File: src/pec_regs.svh
`ifndef PEC_REGS_SVH
`define PEC_REGS_SVH

// printed offsets are register indices; byte address is four times the index
`define PEC_IDX_CTRL 8'h48
`define PEC_IDX_FER 8'h49
`define PEC_IDX_FAR_BLOCK_ERROR_COUNT_LO 8'h4A
`define PEC_IDX_FAR_BLOCK_ERROR_COUNT_HI 8'h4B
`define PEC_IDX_CRC_LO 8'h4C
`define PEC_IDX_CRC_HI 8'h4D
`define PEC_IDX_LCV_LO 8'h4E
`define PEC_IDX_LCV_HI 8'h4F

`define PEC_BIT_OVR 0
`define PEC_BIT_TRANSFER_DONE_FLAG 1
`define PEC_BIT_TRANSFER_IRQ_ENABLE 2

`define PEC_FER_W 7
`define PEC_FAR_BLOCK_ERROR_COUNT_W 10
`define PEC_CRC_W 10
`define PEC_LCV_W 13

// latch-to-update bound, in reference clock periods, and settle time in ns
`define PEC_LATCH_MAX_PERIODS 27
`define PEC_SETTLE_NS 1700
`define PEC_CLK_NS 8
// latch sequence: sync stages then copy; well inside the bound
`define PEC_LATCH_CYCLES 3

`endif

File: src/pec_pkg.sv
package pec_pkg;
    typedef enum logic [1:0] {
        PEC_IDLE,
        PEC_ARM,
        PEC_COPY
    } pec_latch_t;
endpackage

File: src/pec_counters.sv
// Overview of operation
// interrupt on transfer only when enable set
// transfer flag set after latch copy
// status read clears transfer flag, interrupt
// overrun when transfer precedes acknowledge
// status read clears overrun flag
// count address write latches all counters
// latch and reset lose no events
// software writes one count address per poll
// holding data ready within 27 periods
// software waits before reading counts
// holding registers undefined until first latch
// 7-bit framing error count at 49
// framing errors ignored when frame lost
// 10-bit far block count at 4A/4B
// far block errors ignored when frame lost
// crc count low byte at 4C
// crc count high bits at 4D
// crc errors ignored when multiframe unaligned
// 13-bit line code count at 4E/4F
// irq level; counters saturate
`timescale 1ns/10ps
`include "pec_regs.svh"

module pec_counters #(
    parameter int FER_W = `PEC_FER_W,
    parameter int FAR_BLOCK_ERROR_COUNT_W = `PEC_FAR_BLOCK_ERROR_COUNT_W,
    parameter int CRC_W = `PEC_CRC_W,
    parameter int LCV_W = `PEC_LCV_W
) (
    input wire logic clk,
    input wire logic rst,
    input wire logic psel,
    input wire logic penable,
    input wire logic pwrite,
    input wire logic [11:0] paddr,
    input wire logic [31:0] pwdata,
    output logic [31:0] prdata,
    output logic pready,
    output logic pslverr,
    input wire logic framing_error_evt,
    input wire logic far_block_error_evt,
    input wire logic crc_error_evt,
    input wire logic line_code_violation_evt,
    input wire logic frame_alignment_lost,
    input wire logic crc_multiframe_unaligned,
    output logic irq
);

    localparam int SETTLE_CYC = (`PEC_SETTLE_NS + `PEC_CLK_NS - 1) / `PEC_CLK_NS;

    initial begin
        if (FER_W < 1 || FER_W > 8 || FAR_BLOCK_ERROR_COUNT_W < 9 || FAR_BLOCK_ERROR_COUNT_W > 16 || CRC_W < 9 || CRC_W > 16
            || LCV_W < 9 || LCV_W > 16 || `PEC_LATCH_CYCLES > `PEC_LATCH_MAX_PERIODS
            || SETTLE_CYC < 1) begin
            $error("pec_counters: unsupported counter widths");
        end
    end

    typedef struct packed {
        pec_pkg::pec_latch_t lstate;
        logic transfer_irq_enable;
        logic transfer_done_flag;
        logic holding_overrun_flag;
        logic [FER_W-1:0] fer_cnt;
        logic [FAR_BLOCK_ERROR_COUNT_W-1:0] far_block_error_count_cnt;
        logic [CRC_W-1:0] crc_cnt;
        logic [LCV_W-1:0] lcv_cnt;
        logic [FER_W-1:0] fer_hold;
        logic [FAR_BLOCK_ERROR_COUNT_W-1:0] far_block_error_count_hold;
        logic [CRC_W-1:0] crc_hold;
        logic [LCV_W-1:0] lcv_hold;
        logic [31:0] rdata;
    } pec_state_t;

    pec_state_t st;
    pec_state_t next_st;

    logic access;
    logic wr_acc;
    logic rd_acc;
    logic addr_ok;
    logic [9:0] idx;
    logic is_count;
    logic latch_req;
    logic copy_now;
    logic fer_inc;
    logic far_block_error_count_inc;
    logic crc_inc;
    logic lcv_inc;
    logic [31:0] rd_mux;

    assign access = psel && penable;
    assign wr_acc = access && pwrite;
    assign rd_acc = access && !pwrite;
    assign idx = paddr[11:2];
    assign addr_ok = (paddr[1:0] == 2'h0) && (idx >= 10'(`PEC_IDX_CTRL)) && (idx <= 10'(`PEC_IDX_LCV_HI));
    assign is_count = addr_ok && (idx != 10'(`PEC_IDX_CTRL));
    // count write
    assign latch_req = wr_acc && is_count;
    assign copy_now = (st.lstate == pec_pkg::PEC_COPY);
    // suppress on frame loss
    assign fer_inc = framing_error_evt && !frame_alignment_lost;
    // suppress on frame loss
    assign far_block_error_count_inc = far_block_error_evt && !frame_alignment_lost;
    // suppress when unaligned
    assign crc_inc = crc_error_evt && !crc_multiframe_unaligned;
    assign lcv_inc = line_code_violation_evt;

    always_comb begin
        rd_mux = 32'h0;
        case (idx)
            10'(`PEC_IDX_CTRL): begin
                rd_mux[`PEC_BIT_TRANSFER_IRQ_ENABLE] = st.transfer_irq_enable;
                rd_mux[`PEC_BIT_TRANSFER_DONE_FLAG] = st.transfer_done_flag;
                rd_mux[`PEC_BIT_OVR] = st.holding_overrun_flag;
            end
            // framing count
            10'(`PEC_IDX_FER): rd_mux[FER_W-1:0] = st.fer_hold;
            // far block split
            10'(`PEC_IDX_FAR_BLOCK_ERROR_COUNT_LO): rd_mux[7:0] = st.far_block_error_count_hold[7:0];
            10'(`PEC_IDX_FAR_BLOCK_ERROR_COUNT_HI): rd_mux[FAR_BLOCK_ERROR_COUNT_W-9:0] = st.far_block_error_count_hold[FAR_BLOCK_ERROR_COUNT_W-1:8];
            // crc low byte
            10'(`PEC_IDX_CRC_LO): rd_mux[7:0] = st.crc_hold[7:0];
            // crc high bits
            10'(`PEC_IDX_CRC_HI): rd_mux[CRC_W-9:0] = st.crc_hold[CRC_W-1:8];
            // line code split
            10'(`PEC_IDX_LCV_LO): rd_mux[7:0] = st.lcv_hold[7:0];
            10'(`PEC_IDX_LCV_HI): rd_mux[LCV_W-9:0] = st.lcv_hold[LCV_W-1:8];
            default: rd_mux = 32'h0;
        endcase
    end

    always_comb begin
        next_st = st;
        // copy two cycles later
        case (st.lstate)
            // latch request waits a cycle so copy and clear coincide
            pec_pkg::PEC_IDLE: begin
                if (latch_req) begin
                    next_st.lstate = pec_pkg::PEC_ARM;
                end
            end
            pec_pkg::PEC_ARM: next_st.lstate = pec_pkg::PEC_COPY;
            pec_pkg::PEC_COPY: next_st.lstate = latch_req ? pec_pkg::PEC_ARM : pec_pkg::PEC_IDLE;
            default: next_st.lstate = pec_pkg::PEC_IDLE;
        endcase

        // saturating counters
        if (!(&st.fer_cnt)) next_st.fer_cnt = st.fer_cnt + FER_W'(fer_inc);
        if (!(&st.far_block_error_count_cnt)) next_st.far_block_error_count_cnt = st.far_block_error_count_cnt + FAR_BLOCK_ERROR_COUNT_W'(far_block_error_count_inc);
        if (!(&st.crc_cnt)) next_st.crc_cnt = st.crc_cnt + CRC_W'(crc_inc);
        if (!(&st.lcv_cnt)) next_st.lcv_cnt = st.lcv_cnt + LCV_W'(lcv_inc);

        if (copy_now) begin
            // group copy
            next_st.fer_hold = st.fer_cnt;
            next_st.far_block_error_count_hold = st.far_block_error_count_cnt;
            next_st.crc_hold = st.crc_cnt;
            next_st.lcv_hold = st.lcv_cnt;
            // event on copy edge starts next interval
            next_st.fer_cnt = FER_W'(fer_inc);
            next_st.far_block_error_count_cnt = FAR_BLOCK_ERROR_COUNT_W'(far_block_error_count_inc);
            next_st.crc_cnt = CRC_W'(crc_inc);
            next_st.lcv_cnt = LCV_W'(lcv_inc);
        end

        if (wr_acc && addr_ok && idx == 10'(`PEC_IDX_CTRL)) begin
            next_st.transfer_irq_enable = pwdata[`PEC_BIT_TRANSFER_IRQ_ENABLE];
        end

        // read acknowledges
        // read clears overrun
        if (rd_acc && addr_ok && idx == 10'(`PEC_IDX_CTRL)) begin
            next_st.transfer_done_flag = 1'b0;
            next_st.holding_overrun_flag = 1'b0;
        end
        // set wins over read clear
        // overrun if still unacknowledged
        if (copy_now) begin
            next_st.transfer_done_flag = 1'b1;
            if (st.transfer_done_flag) begin
                next_st.holding_overrun_flag = 1'b1;
            end
        end

        if (rd_acc) begin
            next_st.rdata = addr_ok ? rd_mux : 32'h0;
        end
    end

    always_ff @(posedge clk or posedge rst) begin
        if (rst) begin
            // holding contents meaningless until first latch; zeroed for determinism
            st <= '0;
        end else begin
            st <= next_st;
        end
    end

    assign pready = 1'b1;
    assign pslverr = access && !addr_ok;
    // enable gating
    // level while flag and enable
    assign irq = st.transfer_done_flag && st.transfer_irq_enable;

    // rdata register updates at the access edge; during the access the master samples rd_mux via a comb path, the registered copy otherwise
    assign prdata = rd_acc ? (addr_ok ? rd_mux : 32'h0) : st.rdata;

endmodule

File: config.mk
export PLATFORM = sky130hd
export DESIGN_NAME = pec_counters
export DESIGN_NICKNAME = d
export VERILOG_FILES = /design/src/pec_pkg.sv /design/src/pec_counters.sv
export VERILOG_INCLUDE_DIRS = /design/src /design/src/src
export SDC_FILE = /design/constraint.sdc
export NUM_CORES = 1
export LEC_CHECK = 0
export BUFFER_PORTS_ARGS = -buffer_cell sky130_fd_sc_hd__clkbuf_2
export CAP_MARGIN = 20
export CORE_AREA = 5 5 112 114
export CTS_CLUSTER_SIZE = 40
export DETAILED_ROUTE_END_ITERATION = 12
export DIE_AREA = 0 0 117 119
export GPL_ROUTABILITY_DRIVEN = 0
export MAX_ROUTING_LAYER = met4
export PLACE_DENSITY = 0.68
export SYNTH_ARGS = -nofsm -noshare
export SYNTH_HDL_FRONTEND = slang
export SYNTH_SLANG_ARGS = --single-unit
export TNS_END_PERCENT = 30
File: constraint.sdc
create_clock -name clk -period 4.5 [get_ports clk]
set_clock_uncertainty 0.15 [all_clocks]
set_input_delay 0.45 -clock clk [delete_from_list [all_inputs] [get_ports clk]]
set_output_delay 0.45 -clock clk [all_outputs]
set_load 0.05 [all_outputs]
# --- Yosys cells after proc, flatten, opt, wreduce, memory -nomap -nowiden ---
# Cells that the tools add are included.
totals:
  out_inout_bits: 35
  ff_bits: 117
  in_bits: 55
  word_cells: 80
op_classes:
  reduce_logical: 27
  mux: 18
  magnitude_cmp: 2
  n_eq_ne: 16
  add_sub_neg: 4
ops:
  columns: ["op", "n"]
  rows:
  - ["== test 10 x 7 -> 1 bit, second input constant", 8]
  - ["2-to-1 mux 80 bit", 1]
  - ["2-to-1 mux 32 bit", 1]
  - ["adder 10 x 1 -> 10 bit", 2]
  - ["2-to-1 mux 10 bit", 2]
  - ["AND reduction 10 bit", 2]
  - ["logical AND 1 bit", 16]
  - ["case mux 2 bit (8 select lines)", 1]
  - ["adder 13 x 1 -> 13 bit", 1]
  - ["2-to-1 mux 13 bit", 1]
  - ["AND reduction 13 bit", 1]
  - ["greater-or-equal comparator 10 x 7 -> 1 bit, second input constant", 1]
  - ["<= comparator 10 x 7 -> 1 bit, second input constant", 1]
  - ["!= test 10 x 7 -> 1 bit, second input constant", 1]
  - ["!= test 2 bit, second input constant", 5]
  - ["case mux 2 bit (5 select lines)", 1]
  - ["2-to-1 mux 8 bit", 1]
  - ["case mux 2 bit (4 select lines)", 1]
  - ["adder 7 x 1 -> 7 bit", 1]
  - ["2-to-1 mux 7 bit", 1]
  - ["AND reduction 7 bit", 1]
  - ["2-to-1 mux 2 bit", 3]
  - ["case mux 1 bit (6 select lines)", 1]
  - ["case mux 2 bit (3 select lines)", 1]
  - ["other kinds (7)", 12]

# --- Logic depth before layout (Yosys ltp) ---
# Gate-level depths: netlist of the first run.
logic_depth:
  ltp_word: 8
  depth_mapped: 7
  ltp_nobuf: 7

# --- Worst setup path before layout of the first run ---
# Ideal clock, no wire load.
synth_path:
  kind: "input port to output port"
  from: "in paddr[2]"
  to: "out prdata[3]"
  n_path_buf: 2
  setup_slack_ns: 2.111
  stages: 6
  arrival_ns: 1.789
  required_time_ns: 3.900
  path_cell_list: "buf_6 -> nor2b_4 -> or4b_4 -> o32ai_2 -> a22o_1 -> buf_4"
synth_rtl:
  columns: ["item", "line_no", "rtl"]
  rows:
  - ["start, declared", "pec_counters.sv:36", "input wire logic [11:0] paddr,"]
  - ["end, declared", "pec_counters.sv:38", "output logic [31:0] prdata,"]

# --- Worst setup path in the final report of the first run ---
layout_path:
  from: "in pwrite"
  to: "out prdata[2]"
layout_between:
  elab_chain_len: 3
layout_rtl:
  columns: ["item", "line_no", "rtl"]
  rows:
  - ["start, declared", "pec_counters.sv:35", "input wire logic pwrite,"]
  - ["zero test 1 bit", "pec_counters.sv:95", "assign rd_acc = access && !pwrite;"]
  - ["logical AND 1 bit", "pec_counters.sv:95", null]
  - ["2-to-1 mux 32 bit", null, null]
# Every way passes these cells.

==> flow_metrics.py, run 1 <==
metrics = {
    "final_layout": {
        "area_delta_synth_final_pct": 13.7,
        "layout_commonest_cell": "nand2_1",
        "antenna_cells": 0,
        "final_core_util_pct": 55.9,
        "drive_above_1_share_pct": 18.1,
        "final_cell_mix": "nand2_1, dfrtp_1, clkbuf_2, nor2b_1, nor2_1",
        "reg.largest.list": "st: 117 flops",
        "instances_no_fill": 741,
        "largest_register": "st",
        "final_nets": 648,
        "stdcell_area_um2": 6330,
        "largest_reg_flops": 117,
    },
    "floorplanning": {
        "pin_count": 90,
        "dieWidth_um": 117,
        "fp-row-count": 39,
        "die_height_um": 119,
        "die_area_um2": 13900,
        "start_util_pct": 49.2,
        "core_um2": 11300,
    },
    "synthesis": {
        "synthAdderAreaFrac_pct": 1.80,
        "synth-main-ff-cell": "dfrtp_1",
        "synth_top_area_share_pct": 52.6,
        "synth_compound_area_share_pct": 10.0,
        "synthMuxAreaShare_pct": 3.82,
        "synth_edf_count": 0,
        "netlist_area_um2": 5570,
        "yosysUniqueCellTypes": 56,
        "synth_xor_area_share_pct": 1.89,
        "ys_ff_latch": 117,
        "yosysWarnings": 0,
        "yosys.area.top_type": "dfrtp_1",
        "ys_seq_area_share_pct": 52.6,
        "async_flop_share_pct": 100,
        "avgSynthCellArea_um2": 9.93,
        "netlist_instances": 561,
        "synth-simple-area-share_pct": 22.7,
        "syn_nets": 624,
        "synth_top_family_by_area": "simple AND/OR/NAND/NOR gates",
        "synth_area_leaders": "dfrtp_1, nand2_1, buf_4",
    },
    "grt": {
        "overflow": 0,
        "first_global_vias": 3882,
        "grt_pass1_wl_um": 18700,
        "grt_usage_pct": 17.5,
        "grt_max_degree": 60,
        "antenna_found_initial": 0,
    },
    "clocking": {
        "cts_tree": "done",
        "clk_pin_slew_worst_paths_ns": 0.05,
        "clk_path_buf_depth": 2,
        "clk-insertion-delay-late_ns": 0.42,
        "cts_sinks": 117,
        "h-tree-depth": 4,
        "root_buffer": "clkbuf_16",
        "cts_buffers": 17,
    },
    "place": {
        "dpl_cell_area_um2": 5720,
        "pre_cts_ws_ns": 1.44,
        "portBuffers": 57,
        "hpwl_um": 7520,
        "dp_cells": 707,
    },
    "timing": {
        "timing.final.ws_setup_ns": 1.43,
        "slew_viol_final": 0,
        "setup_violations": 0,
        "period_share_pct": 68.2,
        "clock.fmax_mhz": 326,
        "worstMarginPinSlew_ns": 0.890,
        "hold_ws_ns": 0.117,
        "fin_setup_tns_ns": 0,
        "grt_setup_unrepaired": "no",
        "hold_violations": 0,
        "finalCriticalPeriod_ns": 3.07,
        "slew_headroom_pct": 40.6,
    },
    "pwr": {
        "leakagePower_nw": 3.19,
        "ir_drop_mv": 0.332,
        "powerDensity_nw_per_um2": 462,
        "p_total_mw": 2.92,
    },
    "hold_path": {
        "hold_path.class": "in -> reg",
        "hold_start": "line_code_violation_evt",
        "hold_path_end": "st[72]$_DFFE_PP0P_",
        "holdPathStages": 3,
    },
    "worst_setup_path": {
        "cp-start-kind": "primary input",
        "worstPathRequired_ns": 3.90,
        "reg2reg_slack_ns": 2.67,
        "cp_slowest_cell": "and3b_1",
        "end_kind": "output port",
        "max_stage_delay_ns": 0.80,
        "crit_top_cell": "clkbuf_2",
        "worstPathMaxFanout": 26,
        "arrival_ns": 2.47,
        "reg2regPathDepth": 6,
        "reg2reg_to": "st[78]$_DFFE_PP0P_",
        "startpoint": "pwrite",
        "rr_startpoint": "st[72]$_DFFE_PP0P_",
        "path_class": "in -> out",
        "path_cells": "clkbuf_2, and3b_1, nand4_1, o31ai_1, clkbuf_2",
    },
    "run_status": {
        "status": "finished clean",
    },
    "routing": {
        "final_antenna_net_count": 0,
        "totalWireLength_um": 11300,
        "num_vias": 3972,
        "wl_per_cell_um": 15.2,
        "firstDrtPassIters": 5,
        "vias_per_cell": 5.36,
        "drc": 0,
        "drtIter0Drc": 341,
    },
    "run": {
        "maxCapViolations": 0,
    },
}
-- routing by layer --
metal,GRT usage [%],up-vias,routed length [um]
li1,-,1951,-
met1,23.9,1912,5370
met2,24.4,94,5140
met3,5.83,15,662
met4,6.24,0,121
met5,-,-,0
-- cell usage after synthesis (all sizes together) (8+ instances only) --
| cell | instances |
|---|---|
| dfrtp | 117 |
| a21oi | 19 |
| nand4 | 13 |
| nand2 | 131 |
| xor2 | 10 |
| nor2 | 27 |
| nor2b | 32 |
| clkbuf | 17 |
| inv | 9 |
| nand3 | 9 |
| buf | 41 |
| ha | 8 |
| o21ai | 21 |
-- worst max path at each step --
stage                       to  slack (ns)  cells past startpoint
2_1_floorplan  st[0]$_DFF_PP0_        0.80                      1
3_3_place_gp         prdata[2]        1.47                      5
3_5_place_dp         prdata[2]        1.44                      5
4_1_cts              prdata[2]        1.41                      5
5_1_grt              prdata[2]        1.29                      5
6_report             prdata[2]        1.43                      5
-- repair_timing --
| item | in CTS | in global routing |
|---|---|---|
| endpoints found under the setup margin | 0 | 0 |
| hold buffers | 1 | 0 |
| hold endpoints to repair | 41 | 0 |
| gates resized for setup | 0 | 0 |
| buffers inserted | 0 | 0 |
-- critical path: cells and delay by family --
family / cells / cell delay [ns]
AND/OR/NAND/NOR: 2 / 1.15
AO/OA/AOI/OAI: 1 / 0.41
buffers and inverters: 2 / 0.45
-- layout make-up --
| cell class | count | area (um^2) |
|---|---|---|
| clock buffer | 20 | 457 |
| clock inverter | 12 | 129 |
| fill | 952 | 4990 |
| inverter | 9 | 36.3 |
| multi-input combinational | 377 | 2260 |
| sequential | 117 | 2930 |
| tap | 143 | 179 |
| timing repair buffer | 63 | 345 |
-- where the power goes --
part | internal, mW | switching [mW]
Sequential | 1.17 | 0.152
Combinational | 0.128 | 0.159
Clock | 0.841 | 0.475
Total | 2.14 | 0.786
-- cells by family after synthesis --
| kind of cell | after synthesis |
|---|---|
| compound gates | 83 |
| xor+xnor | 12 |
| fa+ha+maj | 8 |
| buf+inv | 67 |
| flops | 117 |
| mux | 15 |
| other cells | 1 |
| simple gates | 258 |
(Power assumes the default switching activity.)
==> inputs of run 2 (changes only) <==
- ABC_AREA: unset -> 1
- CORE_AREA: 5 5 112 114 -> 5 5 115 117
- DIE_AREA: 0 0 117 119 -> 0 0 120 122
- PLACE_DENSITY: 0.68 -> 0.67
- clock period: 4.5 -> 2.85 ns (I/O delays scaled with it)
==> flow_metrics.py, run 2 <==
metrics = {
    "timing": {
        "slew_viol_final": 0,
        "grt_setup_unrepaired": "no",
        "worstMarginPinSlew_ns": 0.566,
        "slew_headroom_pct": 62.2,
        "clock.fmax_mhz": 470,
        "finalCriticalPeriod_ns": 2.13,
        "fin_setup_tns_ns": 0,
        "period_share_pct": 74.7,
        "hold_violations": 0,
        "setup_violations": 0,
    },
    "floorplanning": {
        "start_util_pct": 47.9,
        "pin_count": 90,
        "die_area_um2": 14600,
        "dieWidth_um": 120,
        "core_um2": 12300,
        "fp-row-count": 41,
        "die_height_um": 122,
    },
    "synthesis": {
        "synth_area_leaders": "dfrtp_1, nand2_1, inv_1",
        "yosys.area.top_type": "dfrtp_1",
        "avgSynthCellArea_um2": 8.16,
        "syn_nets": 783,
        "ys_ff_latch": 117,
        "netlist_area_um2": 5870,
        "synth_top_area_share_pct": 49.9,
        "synth-main-ff-cell": "dfrtp_1",
        "async_flop_share_pct": 100,
        "netlist_instances": 720,
        "synth_edf_count": 0,
        "ys_seq_area_share_pct": 49.9,
        "yosysUniqueCellTypes": 33,
        "yosysWarnings": 0,
        "synth_commonest_cells": "nand2_1, dfrtp_1, inv_1",
        "yosysMostFrequentCell": "nand2_1",
    },
    "grt": {
        "grt_usage_pct": 18.3,
        "antenna_found_initial": 0,
        "grt_pass1_wl_um": 20900,
        "overflow": 0,
        "grt_max_degree": 98,
        "first_global_vias": 4521,
    },
    "clocking": {
        "root_buffer": "clkbuf_16",
        "cts_resized": 0,
        "h-tree-depth": 4,
        "cts_tree": "done",
        "cts_setup_buffers": 0,
        "clk_pin_slew_worst_paths_ns": 0.05,
        "cts_buffers": 17,
        "clk_path_buf_depth": 2,
        "clk-insertion-delay-late_ns": 0.40,
        "holdBufCountCts": 3,
        "cts_sinks": 117,
    },
    "worst_setup_path": {
        "rr_startpoint": "st[72]$_DFFE_PP0P_",
        "cp_slowest_cell": "nor2_2",
        "path_cells": "clkbuf_2, inv_1, nand2_1, nor2_2, nand4_1, nand3_1, nand3_1, nand2_1, clkbuf_2",
        "cp_top_family": "simple AND/OR/NAND/NOR gates",
        "arrival_ns": 1.69,
        "reg2regPathDepth": 7,
        "max_stage_delay_ns": 0.29,
        "worstPathRequired_ns": 2.41,
        "reg2reg_slack_ns": 1.17,
        "path_class": "in -> out",
        "end_kind": "output port",
        "cp-start-kind": "primary input",
        "critPathBufInv": 3,
        "reg2reg_to": "st[78]$_DFFE_PP0P_",
        "worstPathMaxFanout": 8,
    },
    "routing": {
        "final_antenna_net_count": 0,
        "wl_per_cell_um": 13.3,
        "drtIter0Drc": 293,
        "vias_per_cell": 5.11,
        "num_vias": 4664,
        "totalWireLength_um": 12200,
        "drc": 0,
        "firstDrtPassIters": 5,
    },
    "final_layout": {
        "area_delta_synth_final_pct": 13.7,
        "instances_no_fill": 913,
        "layout_commonest_cell": "nand2_1",
        "drive_above_1_share_pct": 17.7,
        "reg.largest.list": "st: 117 flops",
        "antenna_cells": 0,
        "largest_reg_flops": 117,
        "final_cell_mix": "nand2_1, dfrtp_1, inv_1, nor2_1, clkbuf_2",
        "largest_register": "st",
        "final_nets": 816,
    },
    "place": {
        "hpwl_um": 8670,
        "portBuffers": 57,
        "dp_cells": 881,
    },
    "pwr": {
        "swShare_pct": 29.2,
        "p_clk_share_pct": 39.9,
        "p_seq_share_pct": 43.4,
        "intPower_mw": 3.56,
        "p_switching_mw": 1.47,
        "powerDensity_nw_per_um2": 753,
        "pwr-share-comb_pct": 16.7,
        "leakagePower_nw": 3.50,
        "ir_drop_mv": 0.430,
    },
    "hold_path": {
        "holdPathStages": 4,
        "hold_start": "crc_multiframe_unaligned",
        "hold_path.class": "in -> reg",
        "hold_path_end": "st[85]$_DFFE_PP0P_",
    },
    "run_status": {
        "status": "finished clean",
    },
    "run": {
        "maxCapViolations": 0,
    },
}
-- run 2: cell types whose count changed after synthesis, sizes merged, moves of 10 or more --
| cell | delta |
|---|---|
| nand4 | +22 |
| inv | +76 |
| nand2 | +73 |
| nor2 | +50 |
| nor3 | +10 |
| nand3 | +31 |
| o21ai | +26 |
| nor2b | -32 |
-- run 2: worst max-delay path by stage --
stage / from / cells after the start / slack (ns) / to
after global routing: paddr[6] / 12 / 0.55 / prdata[1]
final: paddr[2] / 9 / 0.72 / prdata[7]
after detailed placement: paddr[2] / 9 / 0.73 / prdata[7]
after floorplan: rst / 1 / 0.99 / st[0]$_DFF_PP0_
after CTS: paddr[2] / 9 / 0.73 / prdata[7]
after global placement: paddr[2] / 11 / 0.77 / prdata[3]
-- run 2: kinds of logic after synthesis --
group           synth area share, %
other cells                  0.0639
fa+ha+maj                      1.70
simple gates                   30.0
xor+xnor                      0.746
flops                          49.9
compound gates                 6.31
buf+inv                        11.3
-- run 2: metrics by stage --
step / hold WS (ns) / power [mW] / util, % / cell area (um^2) / setup WS, ns
after floorplan: 0.251 / 2.80 / - / 5880 / 0.988
after global placement: 0.202 / 2.99 / 49.7 / 6090 / 0.774
after detailed placement: 0.217 / 3.04 / 49.7 / 6090 / 0.735
after CTS: 0.0195 / 5.07 / 54.4 / 6680 / 0.734
after global routing: 0.0560 / 5.33 / 54.4 / 6680 / 0.547
final: 0.0320 / 5.03 / 54.4 / 6680 / 0.721
-- run 2: power groups by stage --
stage	sequential, mW	clock (mW)	combinational [mW]
2_1_floorplan	2.13	0	0.670
3_3_place_gp	2.19	0	0.802
3_5_place_dp	2.20	0	0.837
4_1_cts	2.18	2.05	0.846
5_1_grt	2.22	2.13	0.979
6_report	2.18	2.01	0.839
-- run 2: final cells by class --
class / count / area, um^2
clock buffer: 24 / 482
clock inverter: 5 / 75.1
fill: 1160 / 5590
inverter: 86 / 327
multi-input combinational: 464 / 2280
sequential: 117 / 2930
tap: 150 / 188
timing repair buffer: 67 / 393
-- run 2: routing by layer --
| layer | up-vias | global-route usage [%] | wire length, um |
|---|---|---|---|
| met4 | 0 | 8.88 | 282 |
| li1 | 2343 | - | - |
| met5 | - | - | 0 |
| met2 | 118 | 28.1 | 5760 |
| met1 | 2185 | 22.6 | 5560 |
| met3 | 18 | 4.78 | 586 |
-- run 2: tightest hold or removal path, stage by stage --
cell      delay, ns
clkbuf_2       0.08
nor2_1         0.05
nand2_1        0.06
nand3_1        0.07
